**src/pkg/adcc_pkg.sv**
```systemverilog
// package for the converter control block: register map, field positions, reset values, carriers
// assumes a 32-bit apb slave with one register per aligned word
`default_nettype none
package adcc_pkg;
    localparam logic [11:0] ADDR_RESULT_LOW = 12'h000;
    localparam logic [11:0] ADDR_RESULT_HIGH = 12'h004;
    localparam logic [11:0] ADDR_CONTROL_0 = 12'h008;
    localparam logic [11:0] ADDR_CONTROL_1 = 12'h00c;
    localparam logic [11:0] ADDR_REFERENCE = 12'h010;
    localparam logic [11:0] ADDR_PIN_ENABLE = 12'h014;
    localparam logic [11:0] ADDR_IRQ_STATUS = 12'h018;
    localparam logic [11:0] ADDR_IRQ_MASK = 12'h01c;

    localparam int C0_START = 7;
    localparam int C0_BUSY = 6;
    localparam int C0_ENABLE = 5;
    localparam int C0_JUSTIFY = 4;
    localparam int C0_CHAN_LSB = 0;
    localparam int C1_SRC_LSB = 5;
    localparam int C1_DIV_LSB = 0;
    localparam int IRQ_DONE = 0;

    localparam logic [7:0] C0_WRITE_MASK = 8'hb7;
    localparam logic [7:0] C1_WRITE_MASK = 8'he7;
    localparam logic [7:0] RESET_CONTROL_0 = 8'h00;
    localparam logic [7:0] RESET_CONTROL_1 = 8'h00;
    localparam logic [7:0] RESET_REFERENCE = 8'h00;
    localparam logic [7:0] RESET_PIN_ENABLE = 8'hff;
    localparam logic [7:0] RESET_IRQ = 8'h00;

    localparam logic [2:0] SRC_EXT_A = 3'h0;
    localparam logic [2:0] SRC_EXT_B = 3'h4;

    typedef enum logic [2:0] {
        ADCC_IDLE = 3'b001,
        ADCC_ARMED = 3'b010,
        ADCC_CONVERT = 3'b100
    } adcc_state_e;

    typedef struct packed {
        logic [7:0] ext_select;
        logic [5:0] int_select;
        logic core_enable;
        logic core_start;
        logic conv_clk_en;
    } adcc_analog_s;

    typedef struct packed {
        adcc_state_e state;
        logic [7:0] conv_control_0;
        logic [7:0] conv_control_1;
        logic [7:0] conv_reference_control;
        logic [7:0] analog_pin_enable;
        logic [11:0] result;
        logic [7:0] irq_status;
        logic [7:0] irq_mask;
        logic [6:0] div_count;
        logic [31:0] prdata;
        logic pready;
        logic irq;
        adcc_analog_s analog;
        logic [7:0] pullup_disable;
    } adcc_state_s;
endpackage
`default_nettype wire

```
**src/design/adcc_top.sv**
```systemverilog
// converter control and result registers behind an apb slave
// assumes the converter core pulses core_done with a 12-bit result, synchronous to clk
//
// Local design decisions: the APB slave port and the placing of the registers.
`default_nettype none
module adcc_top
    import adcc_pkg::*;
(
    input wire logic clk,
    input wire logic nrst,
    input wire logic psel,
    input wire logic penable,
    input wire logic pwrite,
    input wire logic [11:0] paddr,
    input wire logic [31:0] pwdata,
    output logic [31:0] prdata,
    output logic pready,
    output logic pslverr,
    input wire logic core_done,
    input wire logic [11:0] core_result,
    output adcc_analog_s analog,
    output logic [7:0] pin_analog_enables,
    output logic [7:0] pullup_disable,
    output logic [7:0] conv_reference_control,
    output logic irq
);
    adcc_state_s r;
    adcc_state_s next_r;
    logic wr;
    logic rd;
    logic ext_src;
    logic enable;
    logic [6:0] div_limit;
    logic [7:0] res_low;
    logic [7:0] res_high;
    logic [2:0] src;

    always_comb begin
        // writes land at the access edge where ready is seen, never in setup
        wr = psel && penable && pwrite && r.pready;
        rd = psel && !penable && !pwrite;
        enable = r.conv_control_0[C0_ENABLE];
        src = r.conv_control_1[C1_SRC_LSB +: 3];
        ext_src = (src == SRC_EXT_A) || (src == SRC_EXT_B);
        div_limit = 7'((8'h01 << r.conv_control_1[C1_DIV_LSB +: 3]) - 8'h01);
        if (r.conv_control_0[C0_JUSTIFY]) begin
            res_high = {4'h0, r.result[11:8]};
            res_low = r.result[7:0];
        end else begin
            res_high = r.result[11:4];
            res_low = {r.result[3:0], 4'h0};
        end
    end

    always_comb begin
        next_r = r;
        // apb answers one cycle after setup: data is ready in the access phase
        next_r.pready = psel && !penable;
        if (wr) begin
            unique case (paddr)
                ADDR_CONTROL_0: begin
                    // busy is hardware owned; only writable bits taken
                    next_r.conv_control_0 = (pwdata[7:0] & C0_WRITE_MASK) |
                        (r.conv_control_0 & ~C0_WRITE_MASK);
                end
                ADDR_CONTROL_1: next_r.conv_control_1 = pwdata[7:0] & C1_WRITE_MASK;
                ADDR_REFERENCE: next_r.conv_reference_control = pwdata[7:0];
                ADDR_PIN_ENABLE: next_r.analog_pin_enable = pwdata[7:0];
                ADDR_IRQ_STATUS: next_r.irq_status = r.irq_status & ~pwdata[7:0];
                ADDR_IRQ_MASK: next_r.irq_mask = pwdata[7:0];
                default: ; // result bytes and unmapped writes are ignored
            endcase
        end
        if (rd) begin
            next_r.prdata = 32'h0;
            case (paddr)
                ADDR_RESULT_LOW: next_r.prdata[7:0] = res_low;
                ADDR_RESULT_HIGH: next_r.prdata[7:0] = res_high;
                ADDR_CONTROL_0: next_r.prdata[7:0] = r.conv_control_0;
                ADDR_CONTROL_1: next_r.prdata[7:0] = r.conv_control_1;
                ADDR_REFERENCE: next_r.prdata[7:0] = r.conv_reference_control;
                ADDR_PIN_ENABLE: next_r.prdata[7:0] = r.analog_pin_enable;
                ADDR_IRQ_STATUS: next_r.prdata[7:0] = r.irq_status;
                ADDR_IRQ_MASK: next_r.prdata[7:0] = r.irq_mask;
                default: next_r.prdata = 32'h0;
            endcase
        end

        // conversion clock enable, free-running divider
        next_r.analog.conv_clk_en = 1'b0;
        if (!enable || r.div_count >= div_limit) begin
            next_r.div_count = 7'h00;
            next_r.analog.conv_clk_en = enable;
        end else begin
            next_r.div_count = r.div_count + 7'h01;
        end

        next_r.analog.core_start = 1'b0;
        case (r.state)
            ADCC_IDLE: begin
                if (enable && r.conv_control_0[C0_START]) begin
                    next_r.state = ADCC_ARMED;
                end
            end
            ADCC_ARMED: begin
                if (!enable) begin
                    next_r.state = ADCC_IDLE;
                end else if (!r.conv_control_0[C0_START]) begin
                    // only the falling half of the pulse launches the core
                    next_r.state = ADCC_CONVERT;
                    next_r.analog.core_start = 1'b1;
                    next_r.conv_control_0[C0_BUSY] = 1'b1;
                end
            end
            ADCC_CONVERT: begin
                if (!enable) begin
                    // power-down aborts; result stays untouched
                    next_r.state = ADCC_IDLE;
                    next_r.conv_control_0[C0_BUSY] = 1'b0;
                end else if (core_done) begin
                    next_r.state = ADCC_IDLE;
                    next_r.result = core_result;
                    next_r.conv_control_0[C0_BUSY] = 1'b0;
                    next_r.irq_status[IRQ_DONE] = 1'b1; // set wins over clear
                end
            end
            default: next_r.state = ADCC_IDLE;
        endcase

        next_r.analog.core_enable = enable;
        next_r.analog.ext_select = 8'h00;
        next_r.analog.int_select = 6'h00;
        if (enable) begin
            if (ext_src) begin
                next_r.analog.ext_select = 8'h01 << r.conv_control_0[C0_CHAN_LSB +: 3];
            end else begin
                // one-hot: 001..011 -> bits 0..2, 101..111 -> bits 3..5
                next_r.analog.int_select = 6'h01 << (3'(src[2] ? 3'(src[1:0]) + 3'h2 : 3'(src[1:0]) - 3'h1));
            end
        end
        next_r.pullup_disable = r.analog_pin_enable;
        next_r.irq = |(next_r.irq_status & r.irq_mask);
    end

    always_ff @(posedge clk or negedge nrst) begin
        if (!nrst) begin
            r <= '{state: ADCC_IDLE, conv_control_0: RESET_CONTROL_0, conv_control_1: RESET_CONTROL_1,
                conv_reference_control: RESET_REFERENCE, analog_pin_enable: RESET_PIN_ENABLE,
                result: 12'h000, irq_status: RESET_IRQ, irq_mask: RESET_IRQ, div_count: 7'h00,
                prdata: 32'h0, pready: 1'b0, irq: 1'b0, analog: '0, pullup_disable: RESET_PIN_ENABLE};
        end else begin
            r <= next_r;
        end
    end

    always_comb begin
        prdata = r.prdata;
        pready = r.pready;
        pslverr = 1'b0;
        analog = r.analog;
        pin_analog_enables = r.analog_pin_enable;
        pullup_disable = r.pullup_disable;
        conv_reference_control = r.conv_reference_control;
        irq = r.irq;
    end
endmodule
`default_nettype wire

```
**config.mk**
```make
export PLATFORM = sky130hd
export DESIGN_NAME = adcc_top
export DESIGN_NICKNAME = d
export VERILOG_FILES = /design/src/pkg/adcc_pkg.sv /design/src/design/adcc_top.sv
export SDC_FILE = /design/constraint.sdc
export NUM_CORES = 1
export LEC_CHECK = 0
export BUFFER_PORTS_ARGS = -buffer_cell sky130_fd_sc_hd__buf_2
export CAP_MARGIN = 30
export CORE_MARGIN = 2
export CORE_UTILIZATION = 42
export DETAILED_ROUTE_END_ITERATION = 16
export PLACE_DENSITY = 0.71
export RECOVER_POWER = 100
export SLEW_MARGIN = 10
export SYNTH_ARGS = -nofsm -noshare
export SYNTH_HDL_FRONTEND = slang
export SYNTH_SLANG_ARGS = --single-unit
```
**constraint.sdc**
```tcl
create_clock -name clk -period 3.8 [get_ports clk]
set_input_delay 0.76 -clock clk [delete_from_list [all_inputs] [get_ports clk]]
set_output_delay 0.76 -clock clk [all_outputs]
set_load 0.02 [all_outputs]
```
-- After elaboration in Yosys (flattened, before gate mapping)
Index checks and enable logic that the tools add are counted.
- register bits: 103
- input port bits: 62
- output and inout port bits: 76
- word-level logic and storage cells: 100
- $add $sub $neg: 4
- magnitude comparators: 1
- equal/unequal tests: 14
- shift operators: 3
- multiplexer cells: 34
- bitwise operators: 4
- reduce and logical (&&, ||, !) cells: 21
- operator list (kind ; count):
    8-bit two-way mux ; 8
    8-bit one-hot mux with 8 select lines ; 1
    12-bit by 5-bit equality test with 1-bit output (second input constant) ; 4
    31-bit two-way mux ; 1
    12-bit by 4-bit equality test with 1-bit output (second input constant) ; 2
    3-bit two-way mux ; 6
    8-bit bitwise AND ; 2
    16-bit two-way mux ; 1
    14-bit two-way mux ; 1
    7-bit two-way mux ; 2
    12-bit by 3-bit equality test with 1-bit output (second input constant) ; 1
    12-bit zero test ; 1
    1-bit two-way mux ; 11
    2-bit AND reduction ; 5
    3-bit one-hot mux with 3 select lines ; 1
    8-bit NOT ; 1
    8-bit by 7-bit OR with 8-bit output ; 1
    8-bit OR reduction ; 1
    1-bit by 3-bit left shift with 8-bit output (first input constant) ; 1
    7-bit by 1-bit adder with 7-bit output (second input constant) ; 1
    7-bit greater-or-equal comparator ; 1
    1-bit by 3-bit left shift with 7-bit output (first input constant) ; 1
    7-bit by 1-bit subtractor with 7-bit output (second input constant) ; 1
    3-bit equality test (second input constant) ; 2
    14 further kinds ; 24

-- Depth between registers and ports, before layout
- word-level depth: 9
- mapped depth: 14
- mapped depth without buffers: 13

-- Worst setup path after synthesis
No wires, ideal clock.
- kind: register -> register
- start point: reg r[112] (netlist bit)
- end point: reg r[61] (netlist bit)
- library setup time: 0.072 ns
- arrival: 2.900 ns
- data required time: 3.728 ns
- setup slack: 0.828 ns
- stages on the path, launching flop included: 14
- path buffers: 1
- period minus slack after synthesis: 2.972 ns
- path through: dfrtp_1 -> clkbuf_1 -> or3_1 -> ha_1 -> nor3_1 -> a21oi_1 -> o21a_1 -> ha_1 -> a21o_1 -> a21o_1 -> a211o_1 -> a31oi_1 -> nand2_1 -> nor2_1
- RTL lines (what ; RTL line ; RTL):
    start, declared ; adcc_top.sv:27 ; adcc_state_s r;
    start signal, assigned ; adcc_top.sv:147 ; r <= '{state: ADCC_IDLE, conv_control_0: RESET_CONTROL_0, conv_control_1: RESET_CONTROL_1,
    start signal, assigned ; adcc_top.sv:152 ; r <= next_r;

==> impl_results.html <==
<table>
<tr><th>Metric</th><th>Value</th></tr>
<tr><th colspan="2">Status</th></tr>
<tr><td>Result of the run</td><td>finished with violations</td></tr>
<tr><td>Violated checks</td><td>capacitance limit, slew limit</td></tr>
<tr><th colspan="2">Detailed routing</th></tr>
<tr><td>Drc violations</td><td>0</td></tr>
<tr><td>Total length of routed wires</td><td>11,300 um</td></tr>
<tr><td>Iteration-0 DRC count of the detailed router</td><td>197</td></tr>
<tr><td>Vias after detailed routing</td><td>3,606</td></tr>
<tr><td>Final routed wire length divided by cell count</td><td>16.3 um</td></tr>
<tr><td>Post-detailed-route count of antenna-violating nets</td><td>0</td></tr>
<tr><td>Pre-Repair DR Iteration Count</td><td>4</td></tr>
<tr><td>Post-DR vias/cell</td><td>5.19</td></tr>
<tr><th colspan="2">Final layout</th></tr>
<tr><td>Layout cells sized above 1</td><td>23.3%</td></tr>
<tr><td>Most common cell after layout, fill and taps aside</td><td>sky130_fd_sc_hd__dfrtp_1</td></tr>
<tr><td>Non-Filler Instances</td><td>695</td></tr>
<tr><td>Share of the core filled with cells in the final layout</td><td>45.2%</td></tr>
<tr><td>Count of fill cells added during filler insertion</td><td>1,185</td></tr>
<tr><td>Area added between synthesis and finish</td><td>5.68%</td></tr>
<tr><td>Antenna diodes</td><td>0</td></tr>
<tr><td>Commonest cells after routing, fill and taps aside</td><td>85 x sky130_fd_sc_hd__dfrtp_1, 58 x sky130_fd_sc_hd__clkbuf_1, 50 x sky130_fd_sc_hd__mux2_2</td></tr>
<tr><td>Number of nets in the layout</td><td>591</td></tr>
<tr><th colspan="2">Logic synthesis</th></tr>
<tr><td>Average footprint of a synthesized cell</td><td>11.0 um2</td></tr>
<tr><td>Async S/R FF share, synth</td><td>100%</td></tr>
<tr><td>Primary FF master, synth</td><td>sky130_fd_sc_hd__dfrtp_1</td></tr>
<tr><td>Synthesized flop and latch total</td><td>102</td></tr>
<tr><td>Sequential area share after synthesis</td><td>48.1%</td></tr>
<tr><td>Synthesized area</td><td>5350 um2</td></tr>
<tr><td>Count of flip-flops with a built-in enable after synthesis</td><td>0</td></tr>
<tr><td>Number of distinct standard cells referenced by the synthesized netlist</td><td>54</td></tr>
<tr><td>Cell count after synthesis</td><td>487</td></tr>
<tr><td>Yosys warning count</td><td>0</td></tr>
<tr><th colspan="2">Worst setup path</th></tr>
<tr><td>RR Startpoint</td><td>r[112]</td></tr>
<tr><td>Slowest CP cell</td><td>sky130_fd_sc_hd__dfrtp_1</td></tr>
<tr><td>Kind of end point of the critical path</td><td>flip-flop</td></tr>
<tr><td>Worst setup path end</td><td>r[59]</td></tr>
<tr><td>Slack of the worst reg-to-reg path</td><td>0.56 ns</td></tr>
<tr><td>Bufs and invs on worst path</td><td>0</td></tr>
<tr><td>Maximum fanout count along the critical path</td><td>10</td></tr>
<tr><td>Stages on the worst setup path</td><td>12</td></tr>
<tr><td>Data arrival time of the critical path</td><td>3.51 ns</td></tr>
<tr><td>RR Endpoint</td><td>r[59]</td></tr>
<tr><td>Cells along the critical path</td><td>or3_1 &gt; ha_1 &gt; nor3_1 &gt; a21oi_1 &gt; o21a_1 &gt; ha_1 &gt; a21o_1 &gt; a21o_1 &gt; a211o_1 &gt; a31oi_1 &gt; nand2_1 &gt; nor2_1</td></tr>
<tr><td>Type of the worst setup path</td><td>flip-flop to flip-flop</td></tr>
<tr><td>Family of cells with the greatest summed delay on the critical path</td><td>compound AO/OA/AOI/OAI gates</td></tr>
<tr><td>Data required time at the worst endpoint</td><td>4.06 ns</td></tr>
<tr><td>Launching instance or port of the critical path</td><td>r[112]</td></tr>
<tr><td>Number of cells on the worst reg-to-reg path</td><td>12</td></tr>
<tr><td>Crit start category</td><td>flip-flop</td></tr>
<tr><td>Worst path max stage delay</td><td>0.48 ns</td></tr>
<tr><th colspan="2">Power</th></tr>
<tr><td>Lkg Pwr</td><td>0.00251 uW</td></tr>
<tr><td>Worst voltage drop across the vdd grid</td><td>0.213 mV</td></tr>
<tr><td>Pwr Density</td><td>363 nW/um2</td></tr>
<tr><th colspan="2">Clock network</th></tr>
<tr><td>Count of hold-fix buffers inserted at cts</td><td>0</td></tr>
<tr><td>TritonCTS clock tree</td><td>built</td></tr>
<tr><td>Clk_lat worst skew</td><td>0.35 ns</td></tr>
<tr><td>H-tree levels</td><td>3</td></tr>
<tr><td>Clock root buffer</td><td>sky130_fd_sc_hd__clkbuf_16</td></tr>
<tr><td>Post-CTS Setup Inserts</td><td>0</td></tr>
<tr><td>Maximum count of clock buffers along a single path</td><td>2</td></tr>
<tr><td>Clock buffer count from CTS</td><td>9</td></tr>
<tr><td>Post-CTS resize count</td><td>0</td></tr>
<tr><td>Clock edge transition at the registers on the reported setup and hold paths</td><td>0.07 ns</td></tr>
<tr><td>Sink Count</td><td>102</td></tr>
<tr><th colspan="2">STA</th></tr>
<tr><td>Largest clock skew in the final design</td><td>0.0103 ns</td></tr>
<tr><td>Time the worst path needs with I/O delays and setup</td><td>3.24 ns</td></tr>
<tr><td>Actual slew at the worst max-slew pin</td><td>2.39 ns</td></tr>
<tr><td>Final clock period utilization by the worst path</td><td>85.4%</td></tr>
<tr><td>Pins Over Slew Limit</td><td>89</td></tr>
<tr><td>Final hold violation count</td><td>0</td></tr>
<tr><td>Total setup violations reported at the end of the flow</td><td>0</td></tr>
<tr><td>Max Clk Rate</td><td>308 MHz</td></tr>
<tr><td>Post-Route Hold Slack</td><td>0.401 ns</td></tr>
<tr><td>Setup TNS after final layout</td><td>0 ns</td></tr>
<tr><td>Setup repair after global routing missed its margin</td><td>no</td></tr>
<tr><td>Worst slew margin</td><td>-59.4%</td></tr>
<tr><th colspan="2">Die</th></tr>
<tr><td>Vertical extent of the die</td><td>117 um</td></tr>
<tr><td>Floorplan core area</td><td>12,500 um2</td></tr>
<tr><td>Number of standard-cell rows in the floorplan</td><td>41</td></tr>
<tr><td>Die X-Extent</td><td>117 um</td></tr>
<tr><td>Effective utilization at floorplan</td><td>42.8%</td></tr>
<tr><td>Number of top-level pins</td><td>138</td></tr>
<tr><td>Overall die area</td><td>13,700 um2</td></tr>
<tr><th colspan="2">GRT</th></tr>
<tr><td>Total routing usage reported by global routing</td><td>16.9%</td></tr>
<tr><td>Wire length of the first global-routing pass</td><td>17,500 um</td></tr>
<tr><td>Number of global-route vias before repair</td><td>3,447</td></tr>
<tr><td>Total grt overflow</td><td>0</td></tr>
<tr><td>Initial antenna violation count</td><td>1</td></tr>
<tr><td>Largest net degree at the start of global routing</td><td>46</td></tr>
<tr><th colspan="2">Hold path</th></tr>
<tr><td>Hold/Removal Path Class</td><td>flip-flop to flip-flop</td></tr>
<tr><th colspan="2">Placed design</th></tr>
<tr><td>Count of input and output buffers</td><td>88</td></tr>
<tr><td>Gp weighted congestion</td><td>0.817</td></tr>
<tr><td>Count of placed standard cells including taps</td><td>679</td></tr>
<tr><td>HPWL Detailed</td><td>8210 um</td></tr>
<tr><th colspan="2">Job</th></tr>
<tr><td>Max-cap check violation count</td><td>3</td></tr>
</table>
-- metal layers --
metal | vias to the layer above | routed length [um] | global-route usage [%]
met2 | 125 | 5440 | 26.4
met3 | 23 | 743 | 4.79
met1 | 1803 | 4850 | 21.9
met5 | - | 11 | 0
met4 | 2 | 291 | 7.92
li1 | 1653 | - | -
-- state kept, by name, indices dropped and copies added, names as in the netlist --
signal                  count
conv_reference_control      8
r                          50
pin_analog_enables          8
enable                      1
pready                      1
analog                     17
irq                         1
prdata                      8
pullup_disable              8
-- worst register-to-register path, stage by stage, from the launching register on --
cell and delay [ns]:
sky130_fd_sc_hd__dfrtp_1 0.48, sky130_fd_sc_hd__or3_1 0.43, sky130_fd_sc_hd__ha_1 0.28, sky130_fd_sc_hd__nor3_1 0.21, sky130_fd_sc_hd__a21oi_1 0.06, sky130_fd_sc_hd__o21a_1 0.18
sky130_fd_sc_hd__ha_1 0.29, sky130_fd_sc_hd__a21o_1 0.16, sky130_fd_sc_hd__a21o_1 0.18, sky130_fd_sc_hd__a211o_1 0.26, sky130_fd_sc_hd__a31oi_1 0.28, sky130_fd_sc_hd__nand2_1 0.19
sky130_fd_sc_hd__nor2_1 0.16
-- metrics by stage --
step,cell area (um2),setup slack [ns],power (uW)
after detailed placement,5480,0.557,1220
after global placement,5480,0.662,1210
final,5660,0.555,2050
after global routing,5660,0.358,2130
after floorplan,5440,0.828,1180
after CTS,5760,0.525,2080
-- synth_stat cells (5+ instances only) --
cell                       number  area (um2)
sky130_fd_sc_hd__nand2_1       35         131
sky130_fd_sc_hd__buf_4         75         563
sky130_fd_sc_hd__a31oi_1        6        37.5
sky130_fd_sc_hd__mux2i_1       10         100
sky130_fd_sc_hd__a21oi_1       17        85.1
sky130_fd_sc_hd__inv_1          8        30.0
sky130_fd_sc_hd__buf_2          5        25.0
sky130_fd_sc_hd__nor2_1        27         101
sky130_fd_sc_hd__and3_1         5        31.3
sky130_fd_sc_hd__dfrtp_1       85        2130
sky130_fd_sc_hd__a21boi_0       7        52.6
sky130_fd_sc_hd__mux2_2        50         563
sky130_fd_sc_hd__nor3_1        10        50.1
sky130_fd_sc_hd__nand2b_1       9        56.3
sky130_fd_sc_hd__xnor2_1        5        43.8
sky130_fd_sc_hd__o21ai_0       17        85.1
sky130_fd_sc_hd__mux4_2         6         135
sky130_fd_sc_hd__clkbuf_1      12        45.0
sky130_fd_sc_hd__ha_1          11         138
sky130_fd_sc_hd__dfstp_2       17         447
sky130_fd_sc_hd__nand3_1       10        50.1
sky130_fd_sc_hd__nor3b_1        5        37.5
-- cell type report --
class | instances | area, um2 | area share (%)
sequential | 102 | 2570 | 45.5
multi-input combinational | 305 | 2170 | 38.3
timing repair buffer | 92 | 398 | 7.03
clock buffer | 15 | 268 | 4.73
tap | 172 | 215 | 3.80
inverter | 8 | 30.0 | 0.531
clock inverter | 1 | 5.00 | 0.0885
-- power breakdown --
part / internal (uW) / switching, uW
logic: 24.0 / 80.2
registers: 1090 / 0.561
clock network: 480 / 380
total: 1590 / 460
-- worst min-delay path by stage --
stage,to,cells past startpoint,start
after detailed placement,pullup_disable[5],0,pin_analog_enables[5]
final,pullup_disable[5],0,pin_analog_enables[5]
after global routing,pullup_disable[6],0,pin_analog_enables[6]
after global placement,pullup_disable[0],0,pin_analog_enables[0]
after floorplan,pullup_disable[0],0,pin_analog_enables[0]
after CTS,pullup_disable[5],0,pin_analog_enables[5]
-- cells by family (layout without fill, tap and decap cells) --
group | count (synthesis) | in the layout | share of synthesized area [%]
muxes | 66 | 66 | 14.9
xor gates and xnor gates | 7 | 7 | 1.15
buffers and inverters | 104 | 116 | 12.7
other | 1 | 25 | 0.0700
AOI/OAI and AO/OA | 70 | 70 | 8.23
adders and majority gates | 11 | 11 | 2.57
DFF | 102 | 102 | 48.1
and+or+nand+nor | 126 | 126 | 12.3
Note: power is estimated with default switching activity, not from simulation.
